<file path="src/rtl/lcd_slave_defines.svh">
// constants of the two-wire receive front end of the segment display driver
// assumes one 250 MHz clock and the bus lines sampled through synchronisers
//
// What this block does
// RQ1: data stable while clock high, else condition
// RQ2: idle bus has both lines high
// RQ3: data falling while clock high means START
// RQ4: data rising while clock high means STOP
// RQ5: master starts only on idle bus
// RQ6: eight bits per byte, then acknowledge cycle
// RQ7: matched device acknowledges every received byte
// RQ8: acknowledge holds data low through clock high
// RQ9: master nack on read; device releases line
// RQ10: slave only; drives acks and temperature
// RQ11: address 01110, straps, read/write flag
// RQ12: strap mismatch ignores transfer until condition
// RQ13: control bit 6 picks command or RAM
// RQ14: control bit 7 says another control follows
// RQ15: display byte goes to data pointer location
// RQ16: master ends with STOP or repeated START
// RQ17: read flag set returns temperature byte
// RQ18: RAM write at eighth bit, command at ack
// RQ19: pointer steps by mode, wraps at row end
// RQ20: cut-short access leaves pointer undefined
// RQ21: after last control, all bytes to path
`ifndef LCD_SLAVE_DEFINES_SVH
`define LCD_SLAVE_DEFINES_SVH
// ************************************************************
// address and control byte layout
// ************************************************************
`define ADDR_FIXED      5'h0E
`define ADDR_FIXED_HI   7
`define ADDR_FIXED_LO   3
`define ADDR_RW_BIT     0
`define ADDR_STRAP_HI   2
`define ADDR_STRAP_LO   1
`define CTRL_FURTHER    7
`define CTRL_TARGET     6
`define BIT_LAST        3'h7
`define BIT_FIRST       3'h0
`define TX_RELEASED     8'hFF
// ************************************************************
// display RAM pointer
// ************************************************************
`define PTR_W           6
`define ROW_LAST        6'h3B
`define PTR_RESET       6'h00
`define STEP_STATIC     6'h08
`define STEP_MUX2       6'h04
`define STEP_MUX4       6'h02
`define STEP_MUX8       6'h01
`define MODE_STATIC     3'h0
`define MODE_MUX2       3'h1
`define MODE_MUX4       3'h2
`define MODE_MUX6       3'h3
`define MODE_MUX8       3'h4
`endif

</file>
<file path="src/rtl/lcd_slave_pkg.sv">
// types of the two-wire receive front end
// assumes lcd_slave_defines.svh is in the include path
package lcd_slave_pkg;
   // byte handed to the command path
   typedef struct packed {
      logic       valid;
      logic [7:0] data;
   } byte_out_t;
   typedef struct packed {
      logic                 we;
      logic [5:0]           addr;
      logic [7:0]           data;
   } ram_wr_t;
   typedef enum logic [5:0] {
      ST_IDLE = 6'b000001,
      ST_ADDR = 6'b000010,
      ST_CTRL = 6'b000100,
      ST_DATA = 6'b001000,
      ST_READ = 6'b010000,
      ST_SKIP = 6'b100000
   } phase_t;
endpackage

</file>
<file path="src/rtl/line_sync.sv">
// three-flop synchroniser for one bus line with a two-stage agreement filter
// assumes the line is asynchronous to mclk and idles high
`timescale 1ns/1ps
module line_sync (
   input  wire logic mclk,
   input  wire logic rst_n,
   input  wire logic line_in,
   output logic      line_out
);
   logic s1_q, s2_q, s3_q, out_q, out_d;
   // accept a new level only once the second and third stages agree
   always_comb begin
      out_d = (s2_q == s3_q) ? s3_q : out_q;
   end
   // idle bus is high, so reset to high
   always_ff @(posedge mclk or negedge rst_n) begin
      if (!rst_n) begin
         s1_q  <= 1'b1;
         s2_q  <= 1'b1;
         s3_q  <= 1'b1;
         out_q <= 1'b1;
      end else begin
         s1_q  <= line_in;
         s2_q  <= s1_q;
         s3_q  <= s2_q;
         out_q <= out_d;
      end
   end
   assign line_out = out_q;
endmodule // line_sync

</file>
<file path="src/rtl/lcd_i2c_front.sv">
// receive-mostly two-wire slave: START/STOP, address match, control byte parsing,
// command bytes, display RAM writes with pointer stepping, one temperature byte read
// assumes external pull-ups; sda_oe high pulls the data line low
`timescale 1ns/1ps
`include "lcd_slave_defines.svh"
module lcd_i2c_front
   import lcd_slave_pkg::*;
(
   input  wire logic       mclk,
   input  wire logic       rst_n,
   input  wire logic       scl_in,
   input  wire logic       sda_in,
   output logic            sda_out,
   output logic            sda_oe,
   input  wire logic       addr_strap_low,
   input  wire logic       addr_strap_high,
   input  wire logic [7:0] temperature_byte,
   input  wire logic [2:0] mux_mode,
   input  wire logic       ptr_load,
   input  wire logic [5:0] ptr_value,
   output byte_out_t       cmd_out,
   output ram_wr_t         ram_wr,
   output logic [5:0]      data_ptr,
   output logic            bus_busy
);
   logic scl_s, sda_s;
   line_sync u_scl (.mclk(mclk), .rst_n(rst_n), .line_in(scl_in), .line_out(scl_s));
   line_sync u_sda (.mclk(mclk), .rst_n(rst_n), .line_in(sda_in), .line_out(sda_s));
   // straps are pins too; they settle long before any address byte arrives
   logic strap_lo_s, strap_hi_s;
   line_sync u_strap_lo (.mclk(mclk), .rst_n(rst_n), .line_in(addr_strap_low),
      .line_out(strap_lo_s));
   line_sync u_strap_hi (.mclk(mclk), .rst_n(rst_n), .line_in(addr_strap_high),
      .line_out(strap_hi_s));

   // ************************************************************
   // pointer step per drive mode
   // ************************************************************
   // 1:6 mode alternates one and two; toggle tracks which
   function automatic logic [5:0] ptr_step(input logic [2:0] m, input logic alt);
      case (m)
         `MODE_STATIC: ptr_step = `STEP_STATIC;
         `MODE_MUX2:   ptr_step = `STEP_MUX2;
         `MODE_MUX4:   ptr_step = `STEP_MUX4;
         `MODE_MUX6:   ptr_step = alt ? `STEP_MUX4 : `STEP_MUX8;
         default:      ptr_step = `STEP_MUX8;
      endcase
   endfunction

   // ************************************************************
   // bus condition detection
   // ************************************************************
   logic scl_p_q, sda_p_q;
   logic start_c, stop_c, scl_rise, scl_fall;
   always_comb begin
      start_c  = scl_s && scl_p_q && sda_p_q && !sda_s;   // RQ3 RQ1
      stop_c   = scl_s && scl_p_q && !sda_p_q && sda_s;   // RQ4 RQ1
      scl_rise = scl_s && !scl_p_q;
      scl_fall = !scl_s && scl_p_q;
   end

   // ************************************************************
   // byte engine state
   // ************************************************************
   phase_t     ph_q, ph_d;
   logic [2:0] bit_q, bit_d;
   logic [7:0] sh_q, sh_d;
   logic       ack_q, ack_d;       // in acknowledge slot
   logic       last_q, last_d;     // last control byte seen
   logic       tgt_q, tgt_d;       // 1 = display RAM
   logic       nxt_ctrl_q, nxt_ctrl_d;
   logic       oe_q, oe_d, out_q, out_d;
   logic       busy_q, busy_d;
   logic       alt_q, alt_d;
   logic [5:0] ptr_q, ptr_d;
   byte_out_t  cmd_q, cmd_d;
   ram_wr_t    ram_q, ram_d;
   logic [7:0] tx_q, tx_d;
   logic [7:0] rx_byte;
   logic [5:0] step, ptr_sum;

   // next-state logic for the whole receive path
   always_comb begin
      ph_d = ph_q; bit_d = bit_q; sh_d = sh_q; ack_d = ack_q;
      last_d = last_q; tgt_d = tgt_q; nxt_ctrl_d = nxt_ctrl_q;
      oe_d = oe_q; out_d = 1'b0; busy_d = busy_q; alt_d = alt_q; ptr_d = ptr_q;
      tx_d = tx_q;
      cmd_d = '0; ram_d = '0;
      rx_byte = {sh_q[6:0], sda_s};
      step    = ptr_step(mux_mode, alt_q);
      ptr_sum = 6'(ptr_q + step);
      if (ptr_load) begin
         ptr_d = ptr_value;
         alt_d = 1'b0;
      end
      if (start_c) begin                     // RQ3 RQ16 also repeated START
         // the clock fall that closes START carries no bit; treating it as the end
         // of an acknowledge slot keeps it off the bit counter
         ph_d = ST_ADDR; bit_d = `BIT_FIRST; ack_d = 1'b1; oe_d = 1'b0;
         last_d = 1'b0; busy_d = 1'b1;
      end else if (stop_c) begin             // RQ4 release and go idle
         ph_d = ST_IDLE; oe_d = 1'b0; ack_d = 1'b0; busy_d = 1'b0;  // RQ2
      end else if (ph_q != ST_IDLE && ph_q != ST_SKIP) begin
         if (scl_rise && !ack_q) begin       // RQ6 sample one bit per clock
            sh_d = rx_byte;
            if (bit_q == `BIT_LAST && ph_q == ST_DATA && tgt_q && !ptr_load) begin
               // RQ18 store at the eighth bit, not at the acknowledge
               ram_d.we = 1'b1; ram_d.addr = ptr_q; ram_d.data = rx_byte;  // RQ15
               ptr_d = (ptr_sum > `ROW_LAST || ptr_sum < ptr_q) ? `PTR_RESET
                                                                 : ptr_sum; // RQ19
               alt_d = !alt_q;
            end
         end else if (scl_rise && ack_q && ph_q == ST_READ) begin
            if (sda_s) ph_d = ST_SKIP;       // RQ9 master nack ends read
         end else if (scl_fall) begin
            if (ack_q) begin
               // leaving acknowledge slot
               ack_d = 1'b0; bit_d = `BIT_FIRST;
               oe_d = 1'b0;
               if (ph_q == ST_READ) begin
                  oe_d = !tx_q[7];            // RQ17 shift out temperature
                  tx_d = {tx_q[6:0], 1'b1};   // after one byte only ones: released
               end
            end else if (bit_q == `BIT_LAST) begin
               ack_d = 1'b1; oe_d = 1'b0;
               case (ph_q)
                  ST_ADDR: begin
                     if (sh_q[`ADDR_FIXED_HI:`ADDR_FIXED_LO] == `ADDR_FIXED &&
                         sh_q[`ADDR_STRAP_HI] == strap_hi_s &&
                         sh_q[`ADDR_STRAP_LO] == strap_lo_s) begin   // RQ11
                        oe_d = 1'b1;                        // RQ7 RQ8
                        if (sh_q[`ADDR_RW_BIT]) begin
                           ph_d = ST_READ; tx_d = temperature_byte;  // RQ17
                        end else begin
                           ph_d = ST_CTRL;
                        end
                     end else begin
                        ph_d = ST_SKIP; ack_d = 1'b0;       // RQ12
                     end
                  end
                  ST_CTRL: begin
                     oe_d = 1'b1;                           // RQ7
                     tgt_d = sh_q[`CTRL_TARGET];            // RQ13
                     nxt_ctrl_d = sh_q[`CTRL_FURTHER];      // RQ14
                     last_d = !sh_q[`CTRL_FURTHER];
                     ph_d = ST_DATA;
                  end
                  ST_DATA: begin
                     oe_d = 1'b1;                           // RQ7
                     if (!tgt_q) begin
                        cmd_d.valid = 1'b1; cmd_d.data = sh_q;   // RQ18 command at ack
                     end
                     ph_d = (nxt_ctrl_q && !last_q) ? ST_CTRL : ST_DATA;  // RQ14 RQ21
                  end
                  ST_READ: begin
                     ack_d = 1'b1;                          // RQ10 master acknowledges
                  end
                  default: ph_d = ST_SKIP;
               endcase
            end else begin
               bit_d = 3'(bit_q + 3'h1);
               if (ph_q == ST_READ) begin
                  oe_d = !tx_q[7];                         // RQ10
                  tx_d = {tx_q[6:0], 1'b1};
               end
            end
         end
      end
   end

   // register stage
   always_ff @(posedge mclk or negedge rst_n) begin
      if (!rst_n) begin
         scl_p_q <= 1'b1; sda_p_q <= 1'b1;
         ph_q <= ST_IDLE; bit_q <= `BIT_FIRST; sh_q <= 8'h00;
         ack_q <= 1'b0; last_q <= 1'b0; tgt_q <= 1'b0;
         nxt_ctrl_q <= 1'b0; oe_q <= 1'b0; out_q <= 1'b0; busy_q <= 1'b0;
         alt_q <= 1'b0; ptr_q <= `PTR_RESET; tx_q <= `TX_RELEASED;
         cmd_q <= '0; ram_q <= '0;
      end else begin
         scl_p_q <= scl_s; sda_p_q <= sda_s;
         ph_q <= ph_d; bit_q <= bit_d; sh_q <= sh_d;
         ack_q <= ack_d; last_q <= last_d; tgt_q <= tgt_d;
         nxt_ctrl_q <= nxt_ctrl_d; oe_q <= oe_d; out_q <= out_d; busy_q <= busy_d;
         alt_q <= alt_d; ptr_q <= ptr_d; tx_q <= tx_d;
         cmd_q <= cmd_d; ram_q <= ram_d;
      end
   end

   assign sda_out  = out_q;   // always low; only the enable moves
   assign sda_oe   = oe_q;
   assign cmd_out  = cmd_q;
   assign ram_wr   = ram_q;
   assign data_ptr = ptr_q;
   assign bus_busy = busy_q;

   // ************************************************************
   // checks
   // ************************************************************
   a_start_busy: assert property (@(posedge mclk) disable iff (!rst_n)
      start_c |=> bus_busy && ph_q == ST_ADDR) else $error("start not taken"); // RQ3
   a_stop_idle: assert property (@(posedge mclk) disable iff (!rst_n)
      stop_c |=> !bus_busy && !sda_oe) else $error("stop not taken"); // RQ4
   a_idle_release: assert property (@(posedge mclk) disable iff (!rst_n)
      ph_q == ST_IDLE |-> !sda_oe) else $error("driving while idle"); // RQ2
   a_skip_silent: assert property (@(posedge mclk) disable iff (!rst_n)
      ph_q == ST_SKIP |-> !sda_oe) else $error("drives while ignored"); // RQ12
   a_ack_hold: assert property (@(posedge mclk) disable iff (!rst_n)
      (ack_q && sda_oe && ph_q != ST_READ && scl_s && !start_c && !stop_c)
      |=> sda_oe || stop_c || $past(scl_fall) || $past(start_c)) else $error("ack dropped"); // RQ8
   a_ram_ptr: assert property (@(posedge mclk) disable iff (!rst_n)
      ram_wr.we |-> ram_wr.addr == $past(data_ptr)) else $error("ram addr wrong"); // RQ15
   a_ptr_wrap: assert property (@(posedge mclk) disable iff (!rst_n)
      data_ptr <= `ROW_LAST) else $error("pointer beyond row"); // RQ19
   a_ram_no_ack: assert property (@(posedge mclk) disable iff (!rst_n)
      ram_wr.we |-> !ack_q && !cmd_out.valid) else $error("ram write at ack"); // RQ18
   a_cmd_at_ack: assert property (@(posedge mclk) disable iff (!rst_n)
      cmd_out.valid |-> ack_q && !tgt_q) else $error("command off ack"); // RQ13
   a_ack_drive: assert property (@(posedge mclk) disable iff (!rst_n)
      $rose(sda_oe) && ph_q != ST_READ |-> ack_q) else $error("drive outside ack"); // RQ10
   c_write_ram: cover property (@(posedge mclk) disable iff (!rst_n) ram_wr.we);
   c_command: cover property (@(posedge mclk) disable iff (!rst_n) cmd_out.valid);
   c_read: cover property (@(posedge mclk) disable iff (!rst_n) ph_q == ST_READ);
   c_skip: cover property (@(posedge mclk) disable iff (!rst_n) ph_q == ST_SKIP);
   c_restart: cover property (@(posedge mclk) disable iff (!rst_n) start_c && bus_busy);
   a_drive_only_read: assert property (@(posedge mclk) disable iff (!rst_n)
      sda_oe && !ack_q |-> ph_q == ST_READ) else $error("data driven outside read"); // RQ10
endmodule // lcd_i2c_front

</file>
<file path="config.mk">
export PLATFORM = sky130hd
export DESIGN_NAME = lcd_i2c_front
export DESIGN_NICKNAME = d
export VERILOG_FILES = /design/src/rtl/lcd_slave_pkg.sv /design/src/rtl/line_sync.sv /design/src/rtl/lcd_i2c_front.sv
export VERILOG_INCLUDE_DIRS = /design/src /design/src/rtl
export SDC_FILE = /design/constraint.sdc
export NUM_CORES = 1
export LEC_CHECK = 0
export BUFFER_PORTS_ARGS = -buffer_cell sky130_fd_sc_hd__buf_4
export CAP_MARGIN = 30
export CORE_MARGIN = 5
export CORE_UTILIZATION = 45
export CTS_CLUSTER_DIAMETER = 60
export DETAILED_ROUTE_END_ITERATION = 16
export HOLD_SLACK_MARGIN = 0.03
export PLACE_DENSITY_LB_ADDON = 0.1
export REMOVE_ABC_BUFFERS = 1
export SKIP_LAST_GASP = 1
export SYNTH_ARGS = -nofsm -noshare
export SYNTH_HDL_FRONTEND = slang
export SYNTH_HIERARCHICAL = 1
export SYNTH_SLANG_ARGS = --single-unit
</file>
<file path="constraint.sdc">
create_clock -name mclk -period 3.7 [get_ports mclk]
set_clock_uncertainty 0.1 [all_clocks]
set_input_delay 0.925 -clock mclk [delete_from_list [all_inputs] [get_ports mclk]]
set_output_delay 0.925 -clock mclk [all_outputs]
set_load 0.01 [all_outputs]
</file>
After elaboration in Yosys (flattened, before gate mapping)
Cells that the tools add are included.
- flip-flop bits (word level): 80
- output and inout port bits: 33
- add/subtract/negate cells: 2
- magnitude comparators: 2
- equality and inequality tests: 30
- muxes and demuxes: 89
- bitwise operators: 5
- reductions and logical operators: 48
- operators with widths (kind ; count):
    $mux W6 ; 17
    $mux W9 ; 10
    $mux W15 ; 5
    $mux W8 ; 6
    $mux W1 ; 37
    $mux W3 ; 8
    $pmux W6 S4 ; 1
    $reduce_and A9 Y1 ; 2
    $logic_and A1 B1 Y1 ; 17
    $pmux W4 S4 ; 1
    $ne A3 B3 Y1 const B ; 4
    $ne A4 B3 Y1 const B ; 3
    $logic_not A1 Y1 ; 10
    $reduce_bool A2 Y1 ; 5
    $ne A2 B2 Y1 const B ; 4
    $reduce_and A4 Y1 ; 2
    $reduce_and A8 Y1 ; 1
    $reduce_bool A4 Y1 ; 2
    $reduce_and A7 Y1 ; 1
    $add A6 B6 Y6 ; 1
    $eq A1 B1 Y1 ; 6
    $eq A3 B2 Y1 const B ; 2
    $eq A6 B2 Y1 const B ; 1
    $eq A6 B3 Y1 const B ; 1
    23 further kinds ; 29

Depth between registers and ports, before layout
Gate-level depths: netlist (run 1).
- depth in word-level cells: 13
- depth in mapped cells: 12
- depth with buffers taken out: 12

Hierarchy
The synthesis (run 1) kept the hierarchy.
- by module, submodules not included (module ; instances ; cells each ; area each (µm²)):
    lcd_i2c_front ; 1 ; 297 ; 3219.3
    line_sync ; 4 ; 5 ; 116.4

Worst setup path after synthesis (run 1)
OpenSTA, ideal clock, no wires.
- kind: input-to-reg
- start: in mux_mode[0]
- end: reg ptr_q[5] (netlist: data_ptr[5])
- library setup time: 0.126 ns
- arrival: 3.588 ns
- slack: -0.114 ns
- stages on the path: 12
- buffers on the path: 0
- cell sequence: nor2b_1 nor3b_1 ha_1 and3_1 or3_1 and2_1 ha_1 or2_2 o311ai_0 a21oi_1 a21o_1 a221o_1
- cells in the longest elaborated chain, start to end: 11
- elaborated cells between the ends (all ways): 15
- ends and longest elaborated chain (item ; RTL line ; text):
    start, declared ; lcd_i2c_front.sv:18 ; input wire logic [2:0] mux_mode,
    $eq A3 B2 Y1, or another cell as far along ; lcd_i2c_front.sv:41 ; case (m)
    $pmux W4 S4 * ; lcd_i2c_front.sv:41 ;
    $add A6 B6 Y6 * ; lcd_i2c_front.sv:91 ; ptr_sum = 6'(ptr_q + step);
    $gt A6 B6 Y1 (no source line) or $lt A6 B6 Y1 (tied branches) ; -- ;
    $logic_or A1 B1 Y1 ; lcd_i2c_front.sv:109 ; ptr_d = (ptr_sum > `ROW_LAST || ptr_sum < ptr_q) ? `PTR_RESET
    $mux W6 * ; lcd_i2c_front.sv:109 ;
    $mux W6 * ; lcd_i2c_front.sv:106 ; if (bit_q == `BIT_LAST && ph_q == ST_DATA && tgt_q && !ptr_load) begin
    $mux W6 * ; lcd_i2c_front.sv:104 ; if (scl_rise && !ack_q) begin
    $mux W6 * ; lcd_i2c_front.sv:103 ; end else if (ph_q != ST_IDLE && ph_q != ST_SKIP) begin
    $mux W6 * ; lcd_i2c_front.sv:101 ; end else if (stop_c) begin
    $mux W6 * ; lcd_i2c_front.sv:96 ; if (start_c) begin
    via ptr_d[5] ; lcd_i2c_front.sv:75 ; logic [5:0] ptr_q, ptr_d;
    end signal, assigned ; lcd_i2c_front.sv:185 ; alt_q <= alt_d; ptr_q <= ptr_d; tx_q <= tx_d;
    end, declared ; lcd_i2c_front.sv:75 ;
The timed path passes the listed nets; every way through them passes the cells marked *.
A chain may end at the register's enable or synchronous reset.

Worst setup path in the final report (run 1)
- start: in mux_mode[0]
- end: reg ptr_q[2] (netlist: data_ptr[2])
The elaborated chain is that of the path after synthesis.

==> insert_results.sql, run 1 <==
INSERT INTO impl_metrics (metric_group, metric, value, unit) VALUES
('status', 'run_status', 'complete, no violations', ''),
('worst_setup_path', 'critPathRequiredTime', '3.82', 'ns'),
('routing', 'avgRoutedWirePerCell', '16.0', 'µm'),
('worst_setup_path', 'crit_fanout', '4', ''),
('sta', 'drv_slew', '0', ''),
('place', 'place_hpwl', '5480', 'µm'),
('sta', 'timing.hold.ws', '0.261', 'ns'),
('global_route', 'groute.layer.met3.usage', '5.26', '%'),
('finish', 'antenna-diode-count', '0', ''),
('logic_synthesis', 'synth_cell_types', '63', ''),
('finish', 'final_design_area_no_fill', '0.00444', 'mm²'),
('sta', 'layout_worst_path_cycle_share', '94.6', '%'),
('worst_setup_path', 'worst_r2r_startpoint', 'alt_q', ''),
('floorplan', 'num_rows', '33', ''),
('routing', 'ant_nets', '0', ''),
('sta', 'rsz0062_at_grt', 'no', ''),
('cts', 'cts_max_level', '3', ''),
('logic_synthesis', 'postSynth.asyncResetShare', '100', '%'),
('worst_setup_path', 'cp.arrival', '3.62', 'ns'),
('global_route', 'global_route.overflow_total', '0', ''),
('logic_synthesis', 'cell_area_synth', '0.00368', 'mm²'),
('finish', 'flow.area_growth_from_synthesis', '20.5', '%'),
('cts', 'cts-buffers-inserted', '9', ''),
('min_path', 'holdCritPathClass', 'flip-flop to flip-flop', ''),
('finish', 'finish.net_count', '416', ''),
('pwr', 'vdd_drop_max', '0.000171', 'V'),
('global_route', 'grt.total_usage', '16.5', '%'),
('global_route', 'grt_start_max_net_pins', '53', ''),
('worst_setup_path', 'worstRegToRegCells', '13', ''),
('cts', 'max_buffers_root_to_sink', '2', ''),
('routing', 'routed_wl', '7870', 'µm'),
('sta', 'finalHoldViolations', '0', ''),
('floorplan', 'starting_density_of_the_core', '45.5', '%'),
('floorplan', 'io_pins', '57', ''),
('floorplan', 'core-area', '0.00809', 'mm²'),
('place', 'io_buffers', '55', ''),
('logic_synthesis', 'ys_dominant_reg_cell', 'sky130_fd_sc_hd__dfrtp_1', ''),
('floorplan', 'die_area', '0.0101', 'mm²'),
('logic_synthesis', 'synthCells', '317', ''),
('sta', 'worstMarginPinSlew', '0.970', 'ns'),
('logic_synthesis', 'ys_seq_elements', '80', ''),
('cts', 'clk_pin_slew', '0.09', 'ns'),
('sta', 'finalWorstPathRequiredPeriod', '3.50', 'ns'),
('pwr', 'power.total', '2.16', 'mW'),
('global_route', 'grt-busiest-layer', 'met2', ''),
('floorplan', 'die_width', '100', 'µm'),
('routing', 'drt-vias-per-instance', '5.20', ''),
('cts', 'cts_hold_buffers', '0', ''),
('pwr', 'power-per-cell-area', '486', 'mW/mm²'),
('min_path', 'hold-path-endpoint', 'u_scl/s2_q', ''),
('global_route', 'grt_pass1_wl', '13100', 'µm'),
('floorplan', 'die_y', '100', 'µm'),
('min_path', 'min_path_cells', '0', ''),
('global_route', 'via_count_of_the_first_global_routing_pass', '2577', ''),
('pwr', 'leakage', '2.13', 'nW'),
('cts', 'worst_skew_pair.late_latency', '0.35', 'ns'),
('worst_setup_path', 'setup.worst_path.end_class', 'flip-flop', ''),
('worst_setup_path', 'timing.critical_path.from_type', 'input pin', ''),
('sta', 'setup-violations-final', '0', ''),
('cts', 'clk_root_buffer_cell', 'sky130_fd_sc_hd__clkbuf_8', ''),
('global_route', 'grt_antenna_before_repair', '0', ''),
('place', 'placed_cell_area', '0.00426', 'mm²'),
('global_route', 'groute.layer.met1.usage', '23.3', '%'),
('worst_setup_path', 'timing.setup.critical_path_class', 'input pin to flip-flop', ''),
('sta', 'fmaxAchievable', '0.286', 'GHz'),
('routing', 'detailroute.via_count', '2558', ''),
('routing', 'drtPass1Iterations', '4', ''),
('worst_setup_path', 'regToRegEndpoint', 'data_ptr[2]', ''),
('finish', 'layout-drive-gt1-share', '35.4', '%'),
('place', 'final_weighted_congestion_in_routability_driven_placement', '0.840', ''),
('min_path', 'hold_path.startpoint', 'u_scl/s1_q', ''),
('logic_synthesis', 'seq_area_frac_synth', '55.2', '%'),
('cts', 'tritoncts', 'built', ''),
('logic_synthesis', 'synthesis.yosys.warnings', '6', ''),
('global_route', 'gr-usage-met2', '24.9', '%'),
('routing', 'drc_errors', '0', ''),
('job', 'cap_viol_max_count', '0', ''),
('logic_synthesis', 'synth-edff-count', '0', ''),
('logic_synthesis', 'synthesis.area_per_instance', '11.6', 'µm²'),
('sta', 'timing.slew.headroom', '35.2', '%'),
('routing', 'drt_iter0_markers', '92', ''),
('cts', 'clkSinkCount', '80', ''),
('worst_setup_path', 'ff2ff_setup_slack', '0.52', 'ns');
cells in the final DEF (no fill, tap or decap), types with 2 or more instances in the layout:
cell type	count
sky130_fd_sc_hd__clkinvlp_4	3
sky130_fd_sc_hd__nand3b_1	4
sky130_fd_sc_hd__nand3_1	3
sky130_fd_sc_hd__nand2b_1	2
sky130_fd_sc_hd__clkbuf_8	9
sky130_fd_sc_hd__a21oi_1	15
sky130_fd_sc_hd__nor2b_1	11
sky130_fd_sc_hd__inv_6	2
sky130_fd_sc_hd__and3_1	2
sky130_fd_sc_hd__o21ai_0	10
sky130_fd_sc_hd__dfrtp_1	53
sky130_fd_sc_hd__nand2_1	22
sky130_fd_sc_hd__a21bo_2	2
sky130_fd_sc_hd__a21o_1	7
sky130_fd_sc_hd__mux2_2	9
sky130_fd_sc_hd__mux2i_1	6
sky130_fd_sc_hd__ha_1	9
sky130_fd_sc_hd__a22oi_1	2
sky130_fd_sc_hd__nand4b_1	2
sky130_fd_sc_hd__a31oi_1	10
sky130_fd_sc_hd__nor3b_2	2
sky130_fd_sc_hd__nor3_1	7
sky130_fd_sc_hd__a211oi_1	3
sky130_fd_sc_hd__and2_1	20
sky130_fd_sc_hd__o22ai_1	6
sky130_fd_sc_hd__xor2_1	4
sky130_fd_sc_hd__or3_1	2
sky130_fd_sc_hd__buf_4	63
sky130_fd_sc_hd__xnor2_1	2
sky130_fd_sc_hd__nor2_1	10
sky130_fd_sc_hd__dfstp_2	27
sky130_fd_sc_hd__nor3_2	2
sky130_fd_sc_hd__nand4_1	2
sky130_fd_sc_hd__nor3b_1	3
sky130_fd_sc_hd__inv_1	14
sky130_fd_sc_hd__a2bb2oi_1	2
sky130_fd_sc_hd__maj3_2	4
sky130_fd_sc_hd__o211ai_1	3
how the worst max path moves through the flow:
stage	start	endpoint	cells past startpoint
after CTS	mux_mode[0]	data_ptr[2]	14
after global placement	mux_mode[0]	data_ptr[2]	14
final	mux_mode[0]	data_ptr[2]	14
after global routing	mux_mode[0]	data_ptr[0]	14
after floorplan	mux_mode[0]	data_ptr[5]	12
after detailed placement	mux_mode[0]	data_ptr[1]	14
state kept, by name, indices dropped and copies added (netlist names), 3 cells and up:
name / flops
ram_wr: 15
cmd_out: 9
sh_q: 8
tx_q: 8
data_ptr: 6
ph_q: 6
bit_q: 3
metal layers:
metal  part of all wire, %  up-vias
li1                      -     1259
met1                    49     1240
met2                    45       52
met3                   5.0        7
met4                   1.0        0
met5                     0        -
critical path, stage by stage:
cell and delay (ns):
sky130_fd_sc_hd__buf_4 0.11, sky130_fd_sc_hd__nor2b_1 0.14, sky130_fd_sc_hd__nor3b_2 0.20, sky130_fd_sc_hd__ha_1 0.27, sky130_fd_sc_hd__and3_1 0.18, sky130_fd_sc_hd__or3_1 0.35, sky130_fd_sc_hd__and2_1 0.19, sky130_fd_sc_hd__ha_1 0.26
sky130_fd_sc_hd__or2_2 0.29, sky130_fd_sc_hd__o311ai_1 0.07, sky130_fd_sc_hd__a21oi_1 0.13, sky130_fd_sc_hd__buf_4 0.15, sky130_fd_sc_hd__o21ai_2 0.23, sky130_fd_sc_hd__o22ai_1 0.12
metrics by stage:
stage | utilization, % | std cells | TNS [ns] | worst slack (ns)
global placement | 52.3 | 475 | -1.24 | -0.229
detailed placement | 52.7 | 476 | -1.49 | -0.280
global route | 54.9 | 492 | 0 | 0.00918
floorplan | - | 307 | -0.114 | -0.114
finish | 54.9 | 492 | 0 | 0.200
CTS | 54.8 | 492 | 0 | 0.100
power by group:
| group | internal (mW) | switching [mW] |
|---|---|---|
| clock | 0.247 | 0.330 |
| combinational | 0.239 | 0.218 |
| sequential | 0.986 | 0.135 |
synth_stat cells (3+ instances only):
master,n,area [µm²]
sky130_fd_sc_hd__and2_1,20,125
sky130_fd_sc_hd__a211oi_1,3,22.5
sky130_fd_sc_hd__nand2_1,22,82.6
sky130_fd_sc_hd__a21oi_1,15,75.1
sky130_fd_sc_hd__dfrtp_1,53,1330
sky130_fd_sc_hd__o22ai_1,6,37.5
sky130_fd_sc_hd__nand3_1,3,15.0
sky130_fd_sc_hd__o211ai_1,3,22.5
sky130_fd_sc_hd__mux2_2,9,101
sky130_fd_sc_hd__dfstp_2,27,709
sky130_fd_sc_hd__buf_2,5,25.0
sky130_fd_sc_hd__nor3_1,7,35.0
sky130_fd_sc_hd__inv_1,14,52.6
sky130_fd_sc_hd__nor3b_1,4,30.0
sky130_fd_sc_hd__nor2b_1,11,68.8
sky130_fd_sc_hd__a21o_1,7,52.6
sky130_fd_sc_hd__o21ai_0,10,50.1
sky130_fd_sc_hd__nor2_1,10,37.5
sky130_fd_sc_hd__a31oi_1,10,62.6
sky130_fd_sc_hd__clkbuf_1,3,11.3
sky130_fd_sc_hd__mux2i_1,6,60.1
sky130_fd_sc_hd__maj3_2,4,45.0
sky130_fd_sc_hd__xor2_1,4,35.0
sky130_fd_sc_hd__nand3b_1,4,30.0
sky130_fd_sc_hd__ha_1,9,113
cell families after synthesis:
family | after synthesis | share of synthesized area, %
simple gates | 103 | 16.8
mux | 17 | 5.09
other cells | 1 | 0.102
flops | 80 | 55.2
fa+ha+maj | 14 | 4.82
xor+xnor | 7 | 1.87
compound gates | 71 | 13.1
buf+inv | 24 | 2.92
repair_timing:
item | in CTS | in global routing
setup buffers | 0 | 0
gates resized for setup | 0 | 2
endpoints found under the setup margin | 0 | 6
area by class of cell:
class | count | area [µm²]
Clock buffer | 10 | 128
Clock inverter | 6 | 45.0
Fill cell | 738 | 3650
Inverter | 14 | 52.6
Multi-Input combinational cell | 213 | 1550
Sequential cell | 80 | 2040
Tap cell | 105 | 131
Timing Repair Buffer | 64 | 500
Power figures use the tool's default switching activity.
==> run 2, diff against run 1 <==
--- a/config.mk
+++ b/config.mk
@@ -8,8 +8,9 @@
 export LEC_CHECK = 0
 export BUFFER_PORTS_ARGS = -buffer_cell sky130_fd_sc_hd__buf_4
 export CAP_MARGIN = 30
+export CORE_ASPECT_RATIO = 0.5
 export CORE_MARGIN = 5
-export CORE_UTILIZATION = 45
+export CORE_UTILIZATION = 31
 export CTS_CLUSTER_DIAMETER = 60
 export DETAILED_ROUTE_END_ITERATION = 16
 export HOLD_SLACK_MARGIN = 0.03
==> run 2 against run 1 <==
Against the previous run: critical path depth is the same; sequential share of layout area fell by 2.3 points; non-clock buffer count is 1 higher; worst hold slack worse by 0.0047 ns; sequential power about the same; largest power group unchanged; register-to-register slack worse by 0.03 ns; cell count rose by 12%; global-route usage decreased by 3.6 points; worst setup slack worse by 0.048 ns; combinational power increased by 2%; cell area grew 5.2%.
==> insert_results.sql, run 2 (synthesized netlist as in run 1, its figures left out) <==
INSERT INTO impl_metrics (metric_group, metric, value, unit) VALUES
('status', 'run_status', 'complete, no violations', ''),
('cts', 'worst_skew_pair.late_latency', '0.33', 'ns'),
('cts', 'cts-buffers-inserted', '9', ''),
('worst_setup_path', 'critPathBufInv', '2', ''),
('global_route', 'gr-usage-met2', '20.4', '%'),
('cts', 'tritoncts', 'built', ''),
('worst_setup_path', 'cp.arrival', '3.63', 'ns'),
('floorplan', 'starting_density_of_the_core', '31.4', '%'),
('worst_setup_path', 'critPathRequiredTime', '3.78', 'ns'),
('routing', 'detailroute.via_count', '2635', ''),
('routing', 'drt_iter0_markers', '132', ''),
('finish', 'largest_register_ff_count', '15', ''),
('cts', 'cts_max_level', '3', ''),
('finish', 'flow.area_growth_from_synthesis', '26.8', '%'),
('floorplan', 'io_pins', '57', ''),
('routing', 'avgRoutedWirePerCell', '15.3', 'µm'),
('worst_setup_path', 'crit_fanout', '4', ''),
('global_route', 'groute.layer.met3.usage', '3.69', '%'),
('pwr', 'power-per-cell-area', '539', 'mW/mm²'),
('cts', 'clk_pin_slew', '0.06', 'ns'),
('pwr', 'power.total', '2.52', 'mW'),
('cts', 'clkSinkCount', '80', ''),
('sta', 'timing.slew.headroom', '52.2', '%'),
('routing', 'drtPass1Iterations', '4', ''),
('floorplan', 'num_rows', '28', ''),
('sta', 'finalWorstPathRequiredPeriod', '3.55', 'ns'),
('worst_setup_path', 'setup.worst_path.end_class', 'flip-flop', ''),
('global_route', 'grt_pass1_wl', '14400', 'µm'),
('sta', 'fmaxAchievable', '0.282', 'GHz'),
('sta', 'fin_tns_setup', '0', 'ns'),
('floorplan', 'die_y', '87.1', 'µm'),
('global_route', 'grt-busiest-layer', 'met2', ''),
('finish', 'highest_count_cells_in_the_layout_ignoring_fill_and_taps', '63 x sky130_fd_sc_hd__buf_4, 53 x sky130_fd_sc_hd__dfrtp_1, 27 x sky130_fd_sc_hd__dfstp_2, 22 x sky130_fd_sc_hd__nand2_1, 20 x sky130_fd_sc_hd__and2_1', ''),
('cts', 'cts_hold_buffers', '0', ''),
('global_route', 'grt_start_max_net_pins', '73', ''),
('global_route', 'via_count_of_the_first_global_routing_pass', '2774', ''),
('job', 'cap_viol_max_count', '0', ''),
('routing', 'ant_nets', '0', ''),
('place', 'final_weighted_congestion_in_routability_driven_placement', '0.857', ''),
('cts', 'max_buffers_root_to_sink', '2', ''),
('pwr', 'leakage', '2.21', 'nW'),
('sta', 'finalHoldViolations', '0', ''),
('sta', 'rsz0062_at_grt', 'no', ''),
('sta', 'drv_slew', '0', ''),
('routing', 'routed_wl', '8490', 'µm'),
('pwr', 'vdd_drop_max', '0.000197', 'V'),
('worst_setup_path', 'cp_cell_sequence', 'buf_4 > nor2b_1 > nor3b_2 > ha_1 > and3_1 > or3_1 > and2_1 > ha_1 > or2_2 > o311ai_0 > a21oi_1 > buf_4 > o21ai_2 > o22ai_1', ''),
('finish', 'layout-drive-gt1-share', '35.6', '%'),
('place', 'io_buffers', '55', ''),
('global_route', 'grt_antenna_before_repair', '0', ''),
('global_route', 'global_route.overflow_total', '0', ''),
('floorplan', 'die_width', '164', 'µm'),
('global_route', 'grt.total_usage', '12.9', '%'),
('finish', 'finish.net_count', '417', ''),
('sta', 'setup-violations-final', '0', ''),
('worst_setup_path', 'timing.critical_path.from_type', 'input pin', ''),
('routing', 'drc_errors', '0', ''),
('routing', 'drt-vias-per-instance', '4.76', ''),
('sta', 'crit_path_setup_slack_layout', '0.152', 'ns'),
('min_path', 'holdCritPathClass', 'flip-flop to flip-flop', ''),
('worst_setup_path', 'timing.setup.critical_path_class', 'input pin to flip-flop', ''),
('place', 'place_hpwl', '5880', 'µm'),
('sta', 'layout_worst_path_cycle_share', '95.9', '%'),
('global_route', 'groute.layer.met1.usage', '17.1', '%'),
('floorplan', 'die_area', '0.0143', 'mm²'),
('worst_setup_path', 'cpMaxStageDelayCell', 'sky130_fd_sc_hd__or3_1', ''),
('cts', 'clk_root_buffer_cell', 'sky130_fd_sc_hd__clkbuf_16', ''),
('sta', 'worstMarginPinSlew', '0.712', 'ns'),
('finish', 'antenna-diode-count', '0', ''),
('worst_setup_path', 'cell_family_with_most_cp_delay', 'simple AND/OR/NAND/NOR gates', ''),
('worst_setup_path', 'critical_path.max_stage_delay', '0.36', 'ns'),
('floorplan', 'core-area', '0.0117', 'mm²'),
('finish', 'final_core_utilization', '39.8', '%'),
('finish', 'most_common_cell_after_layout_fill_and_taps_aside', 'sky130_fd_sc_hd__buf_4', ''),
('place', 'pre_cts_ws', '-0.276', 'ns');
-- run 2: cell types whose count changed in the layout (fill, tap and decap cells not counted), moves of 2 or more --
cell	delta
sky130_fd_sc_hd__clkbuf_8	-8
sky130_fd_sc_hd__clkbuf_16	+10
sky130_fd_sc_hd__clkinvlp_4	-2
sky130_fd_sc_hd__clkbuf_1	+2
sky130_fd_sc_hd__inv_6	-2
-- run 2: area by class of cell --
type | count | area [µm²]
Fill cell | 1150 | 7060
Sequential cell | 80 | 2040
Multi-Input combinational cell | 213 | 1560
Timing Repair Buffer | 65 | 505
Clock buffer | 14 | 275
Tap cell | 165 | 206
Inverter | 14 | 52.6
Clock inverter | 2 | 37.5
-- run 2: worst reg2reg max path: cells and delay by family (launching register included) --
| kind | cells | cell delay (ns) |
|---|---|---|
| AND/OR/NAND/NOR | 6 | 1.27 |
| buffers and inverters | 1 | 0.15 |
| AO/OA/AOI/OAI | 4 | 0.58 |
| flip-flops | 1 | 0.41 |
| adder cells (fa/ha/maj) | 2 | 0.54 |
-- run 2: what timing repair did --
item / 4_1_cts / 5_1_grt
gates resized for setup: 0 / 3
endpoints found under the setup margin: 0 / 6
buffers inserted: 0 / 0
-- run 2: metrics by stage --
step                instances  hold WS, ns  instance area [µm²]
finish                    553        0.256                 4670
global route              553        0.258                 4670
CTS                       553        0.257                 4650
detailed placement        537        0.248                 4340
global placement          535        0.246                 4310
floorplan                 307        0.245                 3630
-- run 2: final timing paths --
kind | from | to | slack [ns] | cells past startpoint
hold reg to reg | u_strap_hi/s1_q | u_strap_hi/s2_q | 0.26 | 0
setup reg to reg | alt_q | data_ptr[0] | 0.49 | 13
setup / recovery | mux_mode[0] | data_ptr[0] | 0.15 | 14
min in group asynchronous | rst_n | ram_wr[14] | 0.32 | 1
max in group asynchronous | rst_n | ph_q[0] | 2.57 | 2
hold / removal | u_strap_hi/s1_q | u_strap_hi/s2_q | 0.26 | 0
-- run 2: metal layers --
metal	part of all wire [%]	wire length [µm]
met5	0	0
met4	1.4	121
met3	4.2	357
met2	48	4050
met1	47	3960
-- run 2: report_power, final --
part,internal [mW],switching (mW)
Sequential,0.988,0.144
Combinational,0.241,0.226
Clock,0.583,0.338
==> run 3, diff against run 2 <==
--- a/config.mk
+++ b/config.mk
@@ -6,13 +6,13 @@
 export SDC_FILE = /design/constraint.sdc
 export NUM_CORES = 1
 export LEC_CHECK = 0
-export BUFFER_PORTS_ARGS = -buffer_cell sky130_fd_sc_hd__buf_4
 export CAP_MARGIN = 30
 export CORE_ASPECT_RATIO = 0.5
 export CORE_MARGIN = 5
-export CORE_UTILIZATION = 31
+export CORE_UTILIZATION = 30
 export CTS_CLUSTER_DIAMETER = 60
 export DETAILED_ROUTE_END_ITERATION = 16
+export DONT_BUFFER_PORTS = 1
 export HOLD_SLACK_MARGIN = 0.03
 export PLACE_DENSITY_LB_ADDON = 0.1
 export REMOVE_ABC_BUFFERS = 1
==> run 3 against run 2 <==
Against the previous run: combinational power decreased by 15%; critical path depth fell by 1; flip-flop and latch count unchanged; first-iteration DRC count fell by 30%; worst setup slack better by 0.094 ns; cell count shrank 10%; cell area fell by 10%; die area rose by 3.0%; routed wire length shrank 1.7%; non-clock buffer count down 57; core utilization decreased by 4.7 points; via count shrank 9.1%; critical path type unchanged; highest routed layer unchanged.
==> insert_results.sql, run 3 (synthesized netlist as in run 1, its figures left out) <==
INSERT INTO impl_metrics (metric_group, metric, value, unit) VALUES
('pwr', 'internal_power', '1.70', 'mW'),
('routing', 'ant_nets', '0', ''),
('finish', 'flow.area_growth_from_synthesis', '13.6', '%'),
('min_path', 'holdCritPathClass', 'input pin to asynchronous set/reset pin', ''),
('cts', 'max_buffers_root_to_sink', '2', ''),
('finish', 'final_core_utilization', '35.1', '%'),
('sta', 'layout_worst_path_cycle_share', '93.3', '%'),
('pwr', 'power.total', '2.38', 'mW'),
('place', 'final_weighted_congestion_in_routability_driven_placement', '0.826', ''),
('cts', 'clk_pin_slew', '0.06', 'ns'),
('status', 'run_status', 'complete, no violations', ''),
('finish', 'nFillCells', '1226', ''),
('routing', 'detailroute.via_count', '2395', ''),
('place', 'place_hpwl', '5810', 'µm'),
('pwr', 'power-per-cell-area', '568', 'mW/mm²'),
('sta', 'setup-violations-final', '0', ''),
('sta', 'drv_slew', '0', ''),
('sta', 'worstMarginPinSlew', '0.723', 'ns'),
('worst_setup_path', 'crit_fanout', '4', ''),
('finish', 'final_design_area_no_fill', '0.00419', 'mm²'),
('floorplan', 'die_y', '88.4', 'µm'),
('cts', 'tritoncts', 'built', ''),
('worst_setup_path', 'setup.worst_path.end_class', 'flip-flop', ''),
('pwr', 'share_clk_of_total_power', '35.3', '%'),
('routing', 'drt_iter0_markers', '92', ''),
('finish', 'most_common_cell_after_layout_fill_and_taps_aside', 'sky130_fd_sc_hd__dfrtp_1', ''),
('worst_setup_path', 'timing.setup.critical_path_class', 'input pin to flip-flop', ''),
('global_route', 'grt.total_usage', '12.1', '%'),
('finish', 'largest_register_ff_count', '15', ''),
('finish', 'highest_count_cells_in_the_layout_ignoring_fill_and_taps', '53 x sky130_fd_sc_hd__dfrtp_1, 27 x sky130_fd_sc_hd__dfstp_2, 22 x sky130_fd_sc_hd__nand2_1, 20 x sky130_fd_sc_hd__and2_1, 15 x sky130_fd_sc_hd__a21oi_1', ''),
('cts', 'clkSinkCount', '80', ''),
('job', 'cap_viol_max_count', '0', ''),
('floorplan', 'die_width', '167', 'µm'),
('worst_setup_path', 'timing.critical_path.from_type', 'input pin', ''),
('sta', 'timing.hold.ws', '0.190', 'ns'),
('cts', 'cts-buffers-inserted', '9', ''),
('floorplan', 'die_area', '0.0147', 'mm²'),
('pwr', 'power.switching_fraction', '28.3', '%'),
('finish', 'antenna-diode-count', '0', ''),
('global_route', 'grt_antenna_before_repair', '0', ''),
('floorplan', 'io_pins', '57', ''),
('worst_setup_path', 'critical_path.max_stage_delay', '0.36', 'ns'),
('cts', 'worst_skew_pair.late_latency', '0.33', 'ns'),
('worst_setup_path', 'cp_cell_sequence', 'nor2b_1 > nor3b_2 > ha_1 > and3_1 > or3_1 > and2_1 > ha_1 > or2_2 > o311ai_0 > a21oi_1 > buf_4 > o21ai_2 > o22ai_1', ''),
('place', 'io_buffers', '0', ''),
('worst_setup_path', 'cp.arrival', '3.54', 'ns'),
('routing', 'drtPass1Iterations', '4', ''),
('global_route', 'grt_pass1_wl', '13900', 'µm'),
('floorplan', 'starting_density_of_the_core', '30.9', '%'),
('sta', 'finalHoldViolations', '0', ''),
('pwr', 'power_frac_comb', '16.7', '%'),
('place', 'placed_cell_area', '0.00389', 'mm²'),
('finish', 'finish.net_count', '360', ''),
('sta', 'finalWorstPathRequiredPeriod', '3.45', 'ns'),
('cts', 'cts_max_level', '3', ''),
('sta', 'fmaxAchievable', '0.290', 'GHz'),
('sta', 'timing.slew.headroom', '51.5', '%'),
('cts', 'clk_root_buffer_cell', 'sky130_fd_sc_hd__clkbuf_16', ''),
('floorplan', 'num_rows', '28', ''),
('worst_setup_path', 'crit_path_frequent_cell', 'sky130_fd_sc_hd__ha_1', ''),
('pwr', 'pwr-share-seq', '48.0', '%'),
('routing', 'avgRoutedWirePerCell', '16.8', 'µm'),
('pwr', 'power.net_switching', '0.673', 'mW'),
('global_route', 'global_route.overflow_total', '0', ''),
('routing', 'routed_wl', '8340', 'µm'),
('global_route', 'grt_start_max_net_pins', '81', ''),
('worst_setup_path', 'critPathRequiredTime', '3.79', 'ns'),
('routing', 'drt-vias-per-instance', '4.83', ''),
('pwr', 'vdd_drop_max', '0.000243', 'V'),
('worst_setup_path', 'cpMaxStageDelayCell', 'sky130_fd_sc_hd__or3_1', ''),
('pwr', 'leakage', '1.89', 'nW'),
('finish', 'layout-drive-gt1-share', '24.2', '%'),
('sta', 'rsz0062_at_grt', 'no', ''),
('cts', 'cts_hold_buffers', '0', ''),
('floorplan', 'core-area', '0.0119', 'mm²'),
('sta', 'fin_tns_setup', '0', 'ns'),
('routing', 'drc_errors', '0', ''),
('global_route', 'via_count_of_the_first_global_routing_pass', '2575', '');
==> run 3: metal layers <==
metal  up-vias  global-route usage, %  wire (µm)
met1      1194                   15.2       3930
met2        45                   20.0       3940
met3         7                   4.02        364
li1       1149                      -          -
met5         -                      0          0
met4         0                   4.16        109
==> run 3: power groups by stage <==
stage | clock network (mW) | logic (mW) | registers (mW)
after detailed placement | 0 | 0.399 | 1.16
after global routing | 0.914 | 0.451 | 1.16
after CTS | 0.873 | 0.403 | 1.14
after floorplan | 0 | 0.317 | 1.10
final | 0.839 | 0.397 | 1.14
after global placement | 0 | 0.390 | 1.15
==> run 3: path summary, 6_finish.rpt <==
path / from / end / slack (ns) / cells past startpoint
max: mux_mode[0] / data_ptr[2] / 0.25 / 13
min: rst_n / ram_wr[14] / 0.19 / 0
max reg2reg: alt_q / data_ptr[2] / 0.48 / 13
min reg2reg: u_sda/s1_q / u_sda/s2_q / 0.26 / 0
max in group asynchronous: rst_n / tx_q[2] / 3.11 / 0
min in group mclk: u_sda/s1_q / u_sda/s2_q / 0.26 / 0
==> run 3: cell type report <==
type / count / area [µm²] / share of cell area (%)
Clock buffer: 14 / 274 / 6.55
Clock inverter: 2 / 12.5 / 0.299
Inverter: 14 / 52.6 / 1.26
Multi-Input combinational cell: 213 / 1550 / 37.0
Sequential cell: 80 / 2040 / 48.6
Tap cell: 165 / 206 / 4.93
Timing Repair Buffer: 8 / 57.6 / 1.38
==> run 3: through the flow <==
step           setup slack, ns  instances
2_1_floorplan           -0.114        307
3_3_place_gp            -0.150        479
3_5_place_dp            -0.192        480
4_1_cts                  0.146        496
5_1_grt                 0.0737        496
6_report                 0.246        496
==> run 3: critical path: cells and delay by family <==
family,cells,cell delay (ns)
compound gates,4,0.59
fa+ha+maj,2,0.54
buf+inv,1,0.15
simple gates,6,1.33
==> run 3: repair_timing <==
| action | in CTS | in global routing |
|---|---|---|
| gates resized for setup | 0 | 1 |
| setup buffers | 0 | 0 |
| endpoints found under the setup margin | 0 | 4 |
